===== src/pps_defines.vh =====
`ifndef PPS_DEFINES_VH
`define PPS_DEFINES_VH

// ----------------------------------------------------------------
// register map (byte addresses)
// ----------------------------------------------------------------
`define PPS_REG_CTRL       12'h000
`define PPS_REG_STATUS     12'h004
`define PPS_REG_OLP_LVL    12'h008
`define PPS_REG_OVP_LVL    12'h00C
`define PPS_REG_REF_LVL    12'h010
`define PPS_REG_UVP_LVL    12'h014
`define PPS_REG_BI_LVL     12'h018
`define PPS_REG_BO_LVL     12'h01C
`define PPS_REG_UVP_BLK    12'h020
`define PPS_REG_BO_BLK     12'h024
`define PPS_REG_OV2_FLT    12'h028
`define PPS_REG_CCM_LIM    12'h02C
`define PPS_REG_AR_BRK     12'h030
`define PPS_REG_MAXPER     12'h034
`define PPS_REG_TONMIN     12'h038
`define PPS_REG_BUS_AVG    12'h03C
`define PPS_REG_AC_RMS     12'h040
`define PPS_REG_CCM_CNT    12'h044

// ----------------------------------------------------------------
// field layout and widths
// ----------------------------------------------------------------
`define PPS_W_LVL          12
`define PPS_W_CNT          16
`define PPS_CTRL_EN        0
`define PPS_CTRL_BUS_LD    1
`define PPS_CTRL_AC_LD     2
`define PPS_ZERO32         32'h0000_0000

// ----------------------------------------------------------------
// reset values
// ----------------------------------------------------------------
`define PPS_RST_LVL        12'h000
`define PPS_RST_CNT        16'h0000
`define PPS_RST_BRK        16'h1000
`define PPS_RST_MAXPER     16'h0320
`define PPS_RST_TONMIN     16'h0020

// ----------------------------------------------------------------
// timing: ccm margin 200 ns at 125 MHz
// ----------------------------------------------------------------
`define PPS_CCM_MARGIN_NS  200
`define PPS_CLK_MHZ        125
`define PPS_CCM_MARGIN_CYC 16'h0019

`endif


===== src/pps_sync.v =====
`include "pps_defines.vh"

module pps_sync (
  input  wire       i_core_clk,
  input  wire       i_rst_b,
  input  wire [3:0] i_async,
  output wire [3:0] o_sync
);
  reg [3:0] meta;
  reg [3:0] sync;

  always @(posedge i_core_clk or negedge i_rst_b) begin
    if (!i_rst_b) begin
      meta <= 4'h0;
      sync <= 4'h0;
    end else begin
      meta <= i_async;
      sync <= meta;
    end
  end

  assign o_sync = sync;
endmodule


===== src/pps_gate.v =====
`include "pps_defines.vh"

module pps_gate (
  input  wire                 i_core_clk,
  input  wire                 i_rst_b,
  input  wire                 i_run,
  input  wire                 i_ocp,
  input  wire                 i_zcd,
  input  wire [`PPS_W_CNT-1:0] i_ton,
  input  wire [`PPS_W_CNT-1:0] i_max_per,
  output reg                  o_gate,
  output reg                  o_cyc_end,
  output reg                  o_timeout,
  output reg  [`PPS_W_CNT-1:0] o_ton_used
);
  reg [`PPS_W_CNT-1:0] t;
  reg                  on;
  reg                  zcd_d;
  wire                 zcd_rise = i_zcd & ~zcd_d;
  wire                 expire = (t >= i_max_per);

  always @(posedge i_core_clk or negedge i_rst_b) begin
    if (!i_rst_b) begin
      t          <= `PPS_RST_CNT;
      on         <= 1'b0;
      o_gate     <= 1'b0;
      zcd_d      <= 1'b0;
      o_cyc_end  <= 1'b0;
      o_timeout  <= 1'b0;
      o_ton_used <= `PPS_RST_CNT;
    end else begin
      zcd_d     <= i_zcd;
      o_cyc_end <= 1'b0;
      o_timeout <= 1'b0;
      if (!i_run) begin
        t      <= `PPS_RST_CNT;
        on     <= 1'b0;
        o_gate <= 1'b0;
      end else if (on) begin
        t <= t + 16'h0001;
        // cut on overcurrent for rest of cycle
        if (i_ocp || t >= i_ton) begin
          on     <= 1'b0;
          o_gate <= 1'b0;
          o_ton_used <= t;
        end
      end else if (zcd_rise || expire) begin
        // restart only on zcd or max period, each cycle
        // on-time compared live against the shaping input, not latched per cycle
        o_cyc_end <= 1'b1;
        o_timeout <= expire & ~zcd_rise;
        t         <= `PPS_RST_CNT;
        on        <= 1'b1;
        o_gate    <= ~i_ocp;
      end else begin
        t <= t + 16'h0001;
      end
    end
  end
endmodule


===== src/pps_supervisor.v =====
`include "pps_defines.vh"

module pps_supervisor (
  input  wire        i_core_clk,
  input  wire        i_rst_b,
  input  wire        i_psel,
  input  wire        i_penable,
  input  wire        i_pwrite,
  input  wire [11:0] i_paddr,
  input  wire [31:0] i_pwdata,
  output reg  [31:0] o_prdata,
  output reg         o_pready,
  output reg         o_pslverr,
  input  wire        i_uvlo_ok,
  input  wire        i_ocp_cmp,
  input  wire        i_comparator_overvoltage_stage_cmp,
  input  wire        i_zero_crossing_detect,
  input  wire [15:0] i_on_time,
  output reg         o_boost_gate,
  output reg         o_boost_enable,
  output reg         o_bridge_enable
);

  // ----------------------------------------------------------------
  // supervisor states
  // ----------------------------------------------------------------
  localparam [2:0] ST_WAIT_BI = 3'b000;
  localparam [2:0] ST_START   = 3'b001;
  localparam [2:0] ST_RUN     = 3'b010;
  localparam [2:0] ST_RESTART = 3'b011;

  // ----------------------------------------------------------------
  // input synchronisers
  // ----------------------------------------------------------------
  wire [3:0] syn;
  wire       ocp_s  = syn[0];
  wire       comparator_overvoltage_stage_s = syn[1];
  wire       zcd_s  = syn[2];
  wire       uvlo_s = syn[3];

  pps_sync u_sync (
    .i_core_clk (i_core_clk),
    .i_rst_b    (i_rst_b),
    .i_async    ({i_uvlo_ok, i_zero_crossing_detect, i_comparator_overvoltage_stage_cmp, i_ocp_cmp}),
    .o_sync     (syn)
  );

  // ----------------------------------------------------------------
  // registers
  // ----------------------------------------------------------------
  reg                  enable;
  reg [`PPS_W_LVL-1:0] olp_lvl;
  reg [`PPS_W_LVL-1:0] ovp_lvl;
  reg [`PPS_W_LVL-1:0] ref_lvl;
  reg [`PPS_W_LVL-1:0] uvp_lvl;
  reg [`PPS_W_LVL-1:0] bi_lvl;
  reg [`PPS_W_LVL-1:0] bo_lvl;
  reg [`PPS_W_CNT-1:0] uvp_blk;
  reg [`PPS_W_CNT-1:0] bo_blk;
  reg [`PPS_W_CNT-1:0] ov2_flt;
  reg [`PPS_W_CNT-1:0] ccm_lim;
  reg [`PPS_W_CNT-1:0] ar_brk;
  reg [`PPS_W_CNT-1:0] max_per;
  reg [`PPS_W_CNT-1:0] ton_min;
  reg [`PPS_W_LVL-1:0] bus_avg;
  reg [`PPS_W_LVL-1:0] ac_rms;
  reg                  bus_new;
  reg                  ac_new;

  // status flags and state
  reg [2:0]            state;
  reg                  averaged_overvoltage_stage;
  reg                  comparator_overvoltage_stage;
  reg                  uvp;
  reg                  bo;
  reg                  ran;
  reg [`PPS_W_CNT-1:0] ccm_cnt;
  reg [`PPS_W_CNT-1:0] uvp_t;
  reg [`PPS_W_CNT-1:0] bo_t;
  reg [`PPS_W_CNT-1:0] ov2_t;
  reg [`PPS_W_CNT-1:0] brk_t;

  function [31:0] pps_rd;
    input [11:0] a;
    begin
      case (a)
        `PPS_REG_CTRL:    pps_rd = {31'h0, enable};
        `PPS_REG_STATUS:  pps_rd = {23'h0, ran, bo, uvp, comparator_overvoltage_stage, averaged_overvoltage_stage, state, 1'b0};
        `PPS_REG_OLP_LVL: pps_rd = {20'h0, olp_lvl};
        `PPS_REG_OVP_LVL: pps_rd = {20'h0, ovp_lvl};
        `PPS_REG_REF_LVL: pps_rd = {20'h0, ref_lvl};
        `PPS_REG_UVP_LVL: pps_rd = {20'h0, uvp_lvl};
        `PPS_REG_BI_LVL:  pps_rd = {20'h0, bi_lvl};
        `PPS_REG_BO_LVL:  pps_rd = {20'h0, bo_lvl};
        `PPS_REG_UVP_BLK: pps_rd = {16'h0, uvp_blk};
        `PPS_REG_BO_BLK:  pps_rd = {16'h0, bo_blk};
        `PPS_REG_OV2_FLT: pps_rd = {16'h0, ov2_flt};
        `PPS_REG_CCM_LIM: pps_rd = {16'h0, ccm_lim};
        `PPS_REG_AR_BRK:  pps_rd = {16'h0, ar_brk};
        `PPS_REG_MAXPER:  pps_rd = {16'h0, max_per};
        `PPS_REG_TONMIN:  pps_rd = {16'h0, ton_min};
        `PPS_REG_BUS_AVG: pps_rd = {20'h0, bus_avg};
        `PPS_REG_AC_RMS:  pps_rd = {20'h0, ac_rms};
        `PPS_REG_CCM_CNT: pps_rd = {16'h0, ccm_cnt};
        default:          pps_rd = `PPS_ZERO32;
      endcase
    end
  endfunction

  function pps_hit;
    input [11:0] a;
    begin
      pps_hit = (a <= `PPS_REG_CCM_CNT) && (a[1:0] == 2'h0);
    end
  endfunction

  // ----------------------------------------------------------------
  // apb slave: one wait state, ready registered one cycle after access
  // ----------------------------------------------------------------
  wire acc = i_psel & i_penable & ~o_pready;
  wire wr  = acc & i_pwrite & pps_hit(i_paddr);

  always @(posedge i_core_clk or negedge i_rst_b) begin
    if (!i_rst_b) begin
      o_pready  <= 1'b0;
      o_pslverr <= 1'b0;
      o_prdata  <= `PPS_ZERO32;
    end else begin
      o_pready  <= acc;
      o_pslverr <= acc & ~pps_hit(i_paddr);
      o_prdata  <= (acc & ~i_pwrite) ? pps_rd(i_paddr) : `PPS_ZERO32;
    end
  end

  always @(posedge i_core_clk or negedge i_rst_b) begin
    if (!i_rst_b) begin
      enable  <= 1'b0;
      olp_lvl <= `PPS_RST_LVL;
      ovp_lvl <= `PPS_RST_LVL;
      ref_lvl <= `PPS_RST_LVL;
      uvp_lvl <= `PPS_RST_LVL;
      bi_lvl  <= `PPS_RST_LVL;
      bo_lvl  <= `PPS_RST_LVL;
      uvp_blk <= `PPS_RST_BRK;
      bo_blk  <= `PPS_RST_BRK;
      ov2_flt <= `PPS_RST_BRK;
      ccm_lim <= `PPS_RST_BRK;
      ar_brk  <= `PPS_RST_BRK;
      max_per <= `PPS_RST_MAXPER;
      ton_min <= `PPS_RST_TONMIN;
      bus_avg <= `PPS_RST_LVL;
      ac_rms  <= `PPS_RST_LVL;
      bus_new <= 1'b0;
      ac_new  <= 1'b0;
    end else begin
      bus_new <= 1'b0;
      ac_new  <= 1'b0;
      if (wr) begin
        case (i_paddr)
          `PPS_REG_CTRL:    enable  <= i_pwdata[`PPS_CTRL_EN];
          `PPS_REG_OLP_LVL: olp_lvl <= i_pwdata[`PPS_W_LVL-1:0];
          `PPS_REG_OVP_LVL: ovp_lvl <= i_pwdata[`PPS_W_LVL-1:0];
          `PPS_REG_REF_LVL: ref_lvl <= i_pwdata[`PPS_W_LVL-1:0];
          `PPS_REG_UVP_LVL: uvp_lvl <= i_pwdata[`PPS_W_LVL-1:0];
          `PPS_REG_BI_LVL:  bi_lvl  <= i_pwdata[`PPS_W_LVL-1:0];
          `PPS_REG_BO_LVL:  bo_lvl  <= i_pwdata[`PPS_W_LVL-1:0];
          `PPS_REG_UVP_BLK: uvp_blk <= i_pwdata[`PPS_W_CNT-1:0];
          `PPS_REG_BO_BLK:  bo_blk  <= i_pwdata[`PPS_W_CNT-1:0];
          `PPS_REG_OV2_FLT: ov2_flt <= i_pwdata[`PPS_W_CNT-1:0];
          `PPS_REG_CCM_LIM: ccm_lim <= i_pwdata[`PPS_W_CNT-1:0];
          `PPS_REG_AR_BRK:  ar_brk  <= i_pwdata[`PPS_W_CNT-1:0];
          `PPS_REG_MAXPER:  max_per <= i_pwdata[`PPS_W_CNT-1:0];
          `PPS_REG_TONMIN:  ton_min <= i_pwdata[`PPS_W_CNT-1:0];
          `PPS_REG_BUS_AVG: begin
            bus_avg <= i_pwdata[`PPS_W_LVL-1:0];
            bus_new <= 1'b1;
          end
          `PPS_REG_AC_RMS: begin
            ac_rms <= i_pwdata[`PPS_W_LVL-1:0];
            ac_new <= 1'b1;
          end
          default: ;
        endcase
      end
    end
  end

  // ----------------------------------------------------------------
  // switching cell
  // ----------------------------------------------------------------
  wire                  gate;
  wire                  cyc_end;
  wire                  timeout;
  wire [`PPS_W_CNT-1:0] ton_used;
  wire                  boost_run = (state == ST_RUN) & ~(averaged_overvoltage_stage | comparator_overvoltage_stage | uvp | bo);

  pps_gate u_gate (
    .i_core_clk (i_core_clk),
    .i_rst_b    (i_rst_b),
    .i_run      (boost_run),
    .i_ocp      (ocp_s),
    .i_zcd      (zcd_s),
    .i_ton      (i_on_time),
    .i_max_per  (max_per),
    .o_gate     (gate),
    .o_cyc_end  (cyc_end),
    .o_timeout  (timeout),
    .o_ton_used (ton_used)
  );

  // ----------------------------------------------------------------
  // supervisor
  // ----------------------------------------------------------------
  // levels are firmware averaged samples, so compares are cheap here
  wire olp_low = bus_avg < olp_lvl;
  wire ccm_ok  = ton_used > (ton_min + `PPS_CCM_MARGIN_CYC);
  wire restart_req;
  assign restart_req = (olp_low & ran) | (ccm_cnt > ccm_lim);

  always @(posedge i_core_clk or negedge i_rst_b) begin
    if (!i_rst_b) begin
      state   <= ST_WAIT_BI;
      averaged_overvoltage_stage    <= 1'b0;
      comparator_overvoltage_stage    <= 1'b0;
      uvp     <= 1'b0;
      bo      <= 1'b0;
      ran     <= 1'b0;
      ccm_cnt <= `PPS_RST_CNT;
      uvp_t   <= `PPS_RST_CNT;
      bo_t    <= `PPS_RST_CNT;
      ov2_t   <= `PPS_RST_CNT;
      brk_t   <= `PPS_RST_CNT;
    end else if (!uvlo_s || !enable) begin
      state   <= ST_WAIT_BI;
      ran     <= 1'b0;
      averaged_overvoltage_stage    <= 1'b0;
      comparator_overvoltage_stage    <= 1'b0;
      uvp     <= 1'b0;
      bo      <= 1'b0;
      ccm_cnt <= `PPS_RST_CNT;
    end else begin
      case (state)
        ST_WAIT_BI: begin
          if (ac_new && ac_rms > bi_lvl)
            state <= ST_START;
        end
        ST_START: begin
          ccm_cnt <= `PPS_RST_CNT;
          uvp_t   <= `PPS_RST_CNT;
          bo_t    <= `PPS_RST_CNT;
          ov2_t   <= `PPS_RST_CNT;
          averaged_overvoltage_stage    <= 1'b0;
          comparator_overvoltage_stage    <= 1'b0;
          uvp     <= 1'b0;
          bo      <= 1'b0;
          if (!olp_low)
            state <= ST_RUN;
        end
        ST_RUN: begin
          ran <= 1'b1;
          if (restart_req) begin
            state <= ST_RESTART;
            brk_t <= `PPS_RST_CNT;
          end
          // averaged overvoltage; recovery at reference
          if (bus_new && bus_avg > ovp_lvl)
            averaged_overvoltage_stage <= 1'b1;
          else if (bus_new && bus_avg <= ref_lvl)
            averaged_overvoltage_stage <= 1'b0;
          // comparator must hold for the filter delay
          ov2_t <= comparator_overvoltage_stage_s ? ov2_t + 16'h0001 : `PPS_RST_CNT;
          if (comparator_overvoltage_stage_s && ov2_t >= ov2_flt)
            comparator_overvoltage_stage <= 1'b1;
          else if (bus_new && bus_avg <= ref_lvl)
            comparator_overvoltage_stage <= 1'b0;
          // undervoltage blanking
          if (bus_avg < uvp_lvl) begin
            if (uvp_t >= uvp_blk)
              uvp <= 1'b1;
            else
              uvp_t <= uvp_t + 16'h0001;
          end else
            uvp_t <= `PPS_RST_CNT;
          // brownout blanking
          if (ac_rms < bo_lvl) begin
            if (bo_t >= bo_blk)
              bo <= 1'b1;
            else
              bo_t <= bo_t + 16'h0001;
          end else
            bo_t <= `PPS_RST_CNT;
          // ccm counting, gated by on-time margin
          if (cyc_end && ccm_ok) begin
            if (timeout)
              ccm_cnt <= ccm_cnt + 16'h0001;
            else if (ccm_cnt != `PPS_RST_CNT)
              ccm_cnt <= ccm_cnt - 16'h0001;
          end
        end
        ST_RESTART: begin
          // both stages off through the break
          brk_t <= brk_t + 16'h0001;
          if (brk_t >= ar_brk)
            state <= ST_START;
        end
        default: state <= ST_WAIT_BI;
      endcase
    end
  end

  // ----------------------------------------------------------------
  // outputs
  // ----------------------------------------------------------------
  always @(posedge i_core_clk or negedge i_rst_b) begin
    if (!i_rst_b) begin
      o_boost_gate    <= 1'b0;
      o_boost_enable  <= 1'b0;
      o_bridge_enable <= 1'b0;
    end else begin
      o_boost_gate    <= gate & boost_run & ~ocp_s;
      o_boost_enable  <= boost_run;
      o_bridge_enable <= (state == ST_RUN);
    end
  end

endmodule


===== config.mk =====
export PLATFORM = sky130hd
export DESIGN_NAME = pps_supervisor
export DESIGN_NICKNAME = d
export VERILOG_FILES = /design/src/pps_sync.v /design/src/pps_gate.v /design/src/pps_supervisor.v
export VERILOG_INCLUDE_DIRS = /design/src
export SDC_FILE = /design/constraint.sdc
export NUM_CORES = 1
export LEC_CHECK = 0
export BUFFER_PORTS_ARGS = -buffer_cell sky130_fd_sc_hd__buf_2
export CORE_MARGIN = 2
export CORE_UTILIZATION = 65
export DETAILED_ROUTE_END_ITERATION = 12
export GPL_TIMING_DRIVEN = 1
export PLACE_DENSITY_LB_ADDON = 0.12
export SLEW_MARGIN = 0
export SYNTH_ARGS = -nofsm -noshare
export SYNTH_HDL_FRONTEND = slang
export SYNTH_SLANG_ARGS = --single-unit

===== constraint.sdc =====
create_clock -name i_core_clk -period 7.7 [get_ports i_core_clk]
set_clock_uncertainty 0.05 [all_clocks]
set_input_delay 0.77 -clock i_core_clk [delete_from_list [all_inputs] [get_ports i_core_clk]]
set_output_delay 0.77 -clock i_core_clk [all_outputs]
set_load 0.03 [all_outputs]

==> flow_metrics.tcl <==
set metrics [dict create \
    status "completed" \
    drv_slew 0 \
    netlist_instances 2131 \
    ys_top_cells_by_area "dfrtp_1 40%, ha_1 12%, mux2_2 7.2%" \
    die_w_microns 189 \
    fillers 2439 \
    rsz0062_at_grt "no" \
    fin_util_pct 72.2 \
    r2r_slack_ps 3880 \
    setup_tns_ps 0 \
    endpoint_kind "flip-flop" \
    drc 0 \
    post_cts_buffers 0 \
    startpoint_type "flip-flop" \
    power_per_cell_area_nw_per_um2 165 \
    ys_warn_count 0 \
    critPathMaxFanout 13 \
    setup_ws_ps 3880 \
    hold_viol_final 0 \
    overflow 0 \
    cts_tree "yes" \
    grt_util_all_layers_pct 35.9 \
    place_inst 2596 \
    worstPathRequired_ps 8070 \
    cts_root_buf "clkbuf_16" \
    clock.fmax_mhz 262 \
    rows 67 \
    finalNetCount 2481 \
    wire_per_inst_microns 23.7 \
    intPower_uw 3100 \
    startpoint "ccm_cnt[1]" \
    ys_seq_elements 364 \
    rr_startpoint "ccm_cnt[1]" \
    synth_largest_area_cell "dfrtp_1" \
    cts_sinks 364 \
    hpwlAfterDp_microns 45800 \
    drt-pass1-iter-count 6 \
    cts_buffers 40 \
    fin_cells 2670 \
    place.gp.congestion 1.00 \
    hp-class "in -> async" \
    pre_cts_ws_ps 4000 \
    postCtsResizedCells 0 \
    syn_area_sq_um 22300 \
    clkPwrFrac_pct 49.2 \
    power_leakage_uw 0.0120 \
    min_period_over_period_pct 49.6 \
    wirelength_microns 63200 \
    yosysTopAreaCellShare_pct 39.9 \
    grt_start_max_net_pins 174 \
    rr_endpoint "brk_t[14]" \
    holdBufCountCts 0 \
    grt_pass1_wl_microns 98800 \
    seqPwrFrac_pct 48.0 \
    portBuffers 73 \
    synth_ff_type "dfrtp_1" \
    cp.arrival_ps 4190 \
    ant_nets 0 \
    critical_path_class "reg -> reg" \
    grt_antenna_before_repair 0 \
    synth_edf_count 0 \
    via_per_inst 6.53 \
    first_iter_violations 1664 \
    ctsLongestPathBuffers 3 \
    p_comb_share_pct 2.8 \
    syn_area_per_cell_sq_um 10.5 \
    first_global_vias 17231 \
    clock_latency_ps 560 \
    switching_share_pct 22.5 \
    synth_cell_type_count 81 \
    cap_viol_max_count 0 \
    boundaryPins 106 \
    yosys-top-cells-count "355 x dfrtp_1, 221 x ha_1, 208 x inv_1" \
    rr_worst_depth 11 \
    tightest_slew_ps 1120 \
    core_sq_um 33600 \
    fin_crit_ps 3820 \
    clk_pin_slew_ps 60 \
    antenna_cells 0 \
    layout-drive-gt1-share_pct 18.5 \
    area_growth_pct 8.90 \
    ys_seq_area_share_pct 40.9 \
    setup_viol 0 \
    synth-async-reset-ratio_pct 100 \
    synth_most_common_cell "dfrtp_1" \
    die_h_microns 189 \
    die_area_sq_um 35800 \
    seq_area_sq_um 9120 \
    slew_headroom_pct 25.7 \
    h-tree-depth 2 \
    start_util_pct 66.3 \
    multi_input_area_sq_um 11900 \
    p_sw_uw 898 \
    num_vias 17425 \
    irDropWorstVdd_uv 178 \
]
==> cell usage in the layout, fill, tap and decap left out, types with 9 or more instances in the layout <==
master and n:
a41oi_1 9, o31ai_1 21, buf_2 72, dfstp_2 9
a21o_1 46, mux2i_1 15, xnor2_1 19, clkbuf_16 41
ha_1 221, a22o_1 38, and2_1 10, dfrtp_1 355
xor2_1 28, mux2_2 142, nand4_1 45, clkinv_2 9
mux2_4 69, nor4_1 10, nor2b_1 18, and3_1 45
a22oi_1 29, nand2b_1 14, conb_1 16, a31oi_1 26
nor3_1 17, o211ai_1 10, inv_1 208, a21oi_1 72
nand3_1 56, buf_4 20, nor2_1 93, nand2_1 115
o21a_1 16, o21ai_1 11, o21ai_0 120, a221oi_1 39
==> worst max-delay path by stage <==
stage | end | slack, ps | cells after the start
2_1_floorplan | ccm_cnt[4] | 4650 | 13
3_3_place_gp | brk_t[14] | 4050 | 11
3_5_place_dp | brk_t[14] | 4000 | 11
4_1_cts | brk_t[14] | 3970 | 11
5_1_grt | brk_t[14] | 3650 | 11
6_report | brk_t[14] | 3880 | 11
==> power by group through the flow <==
| stage | clock network [uW] | registers [uW] | logic [uW] |
|---|---|---|---|
| floorplan | 0 | 1950 | 41.0 |
| global placement | 0 | 1950 | 111 |
| detailed placement | 0 | 1950 | 113 |
| CTS | 1980 | 1920 | 114 |
| global route | 2060 | 1920 | 124 |
| finish | 1960 | 1920 | 113 |
==> registers in the layout, indices dropped and copies added (netlist names), 16 cells and up <==
signal / flops
ccm_lim: 16
u_gate.o_ton_used: 16
uvp_t: 16
bo_blk: 16
bo_t: 16
max_per: 16
ov2_flt: 16
uvp_blk: 16
o_prdata: 16
ton_min: 16
u_gate.t: 16
ccm_cnt: 16
brk_t: 16
ar_brk: 16
ov2_t: 16
==> layer usage <==
layer  wire length, microns  global-route usage, %  part of all wire (%)
met2                  28400                   55.8                    45
met1                  26600                   49.8                    42
met3                   5090                   5.76                   8.1
met4                   3060                   16.3                   4.9
met5                      0                      0                     0
==> per-stage QoR <==
stage	area, sq um	hold slack (ps)	total power (uW)
floorplan	22300	281	1990
global route	24300	276	4100
CTS	24300	272	4010
detailed placement	22900	286	2070
global placement	22900	285	2060
finish	24300	261	3990
==> logic make-up (layout without fill, tap and decap cells) <==
| family | after synthesis | in the layout | share of synthesized area (%) |
|---|---|---|---|
| AOI/OAI and AO/OA | 490 | 490 | 15.0 |
| xor gates and xnor gates | 47 | 47 | 1.85 |
| adders and majority gates | 222 | 222 | 12.5 |
| buffers and inverters | 300 | 376 | 5.86 |
| DFF | 364 | 364 | 40.9 |
| muxes | 230 | 230 | 12.7 |
| other | 1 | 16 | 0.0168 |
| and+or+nand+nor | 477 | 477 | 11.2 |
==> critical path: stages, from the launching register on <==
cell	delay [ps]
dfrtp_1	500
ha_1	350
nor2b_1	140
o211ai_1	110
a2111oi_0	400
o21ai_1	220
a31oi_1	300
buf_4	250
a21boi_1	770
inv_1	270
o21ai_0	230
o31ai_1	90
==> final cells by class <==
| class | count | area share, % |
|---|---|---|
| clock inverter | 17 | 0.722 |
| sequential | 364 | 37.6 |
| tap | 448 | 2.31 |
| inverter | 208 | 3.22 |
| multi-input combinational | 1482 | 49.1 |
| clock buffer | 57 | 4.81 |
| timing repair buffer | 94 | 2.25 |
Note: power is estimated with default switching activity, not from simulation.
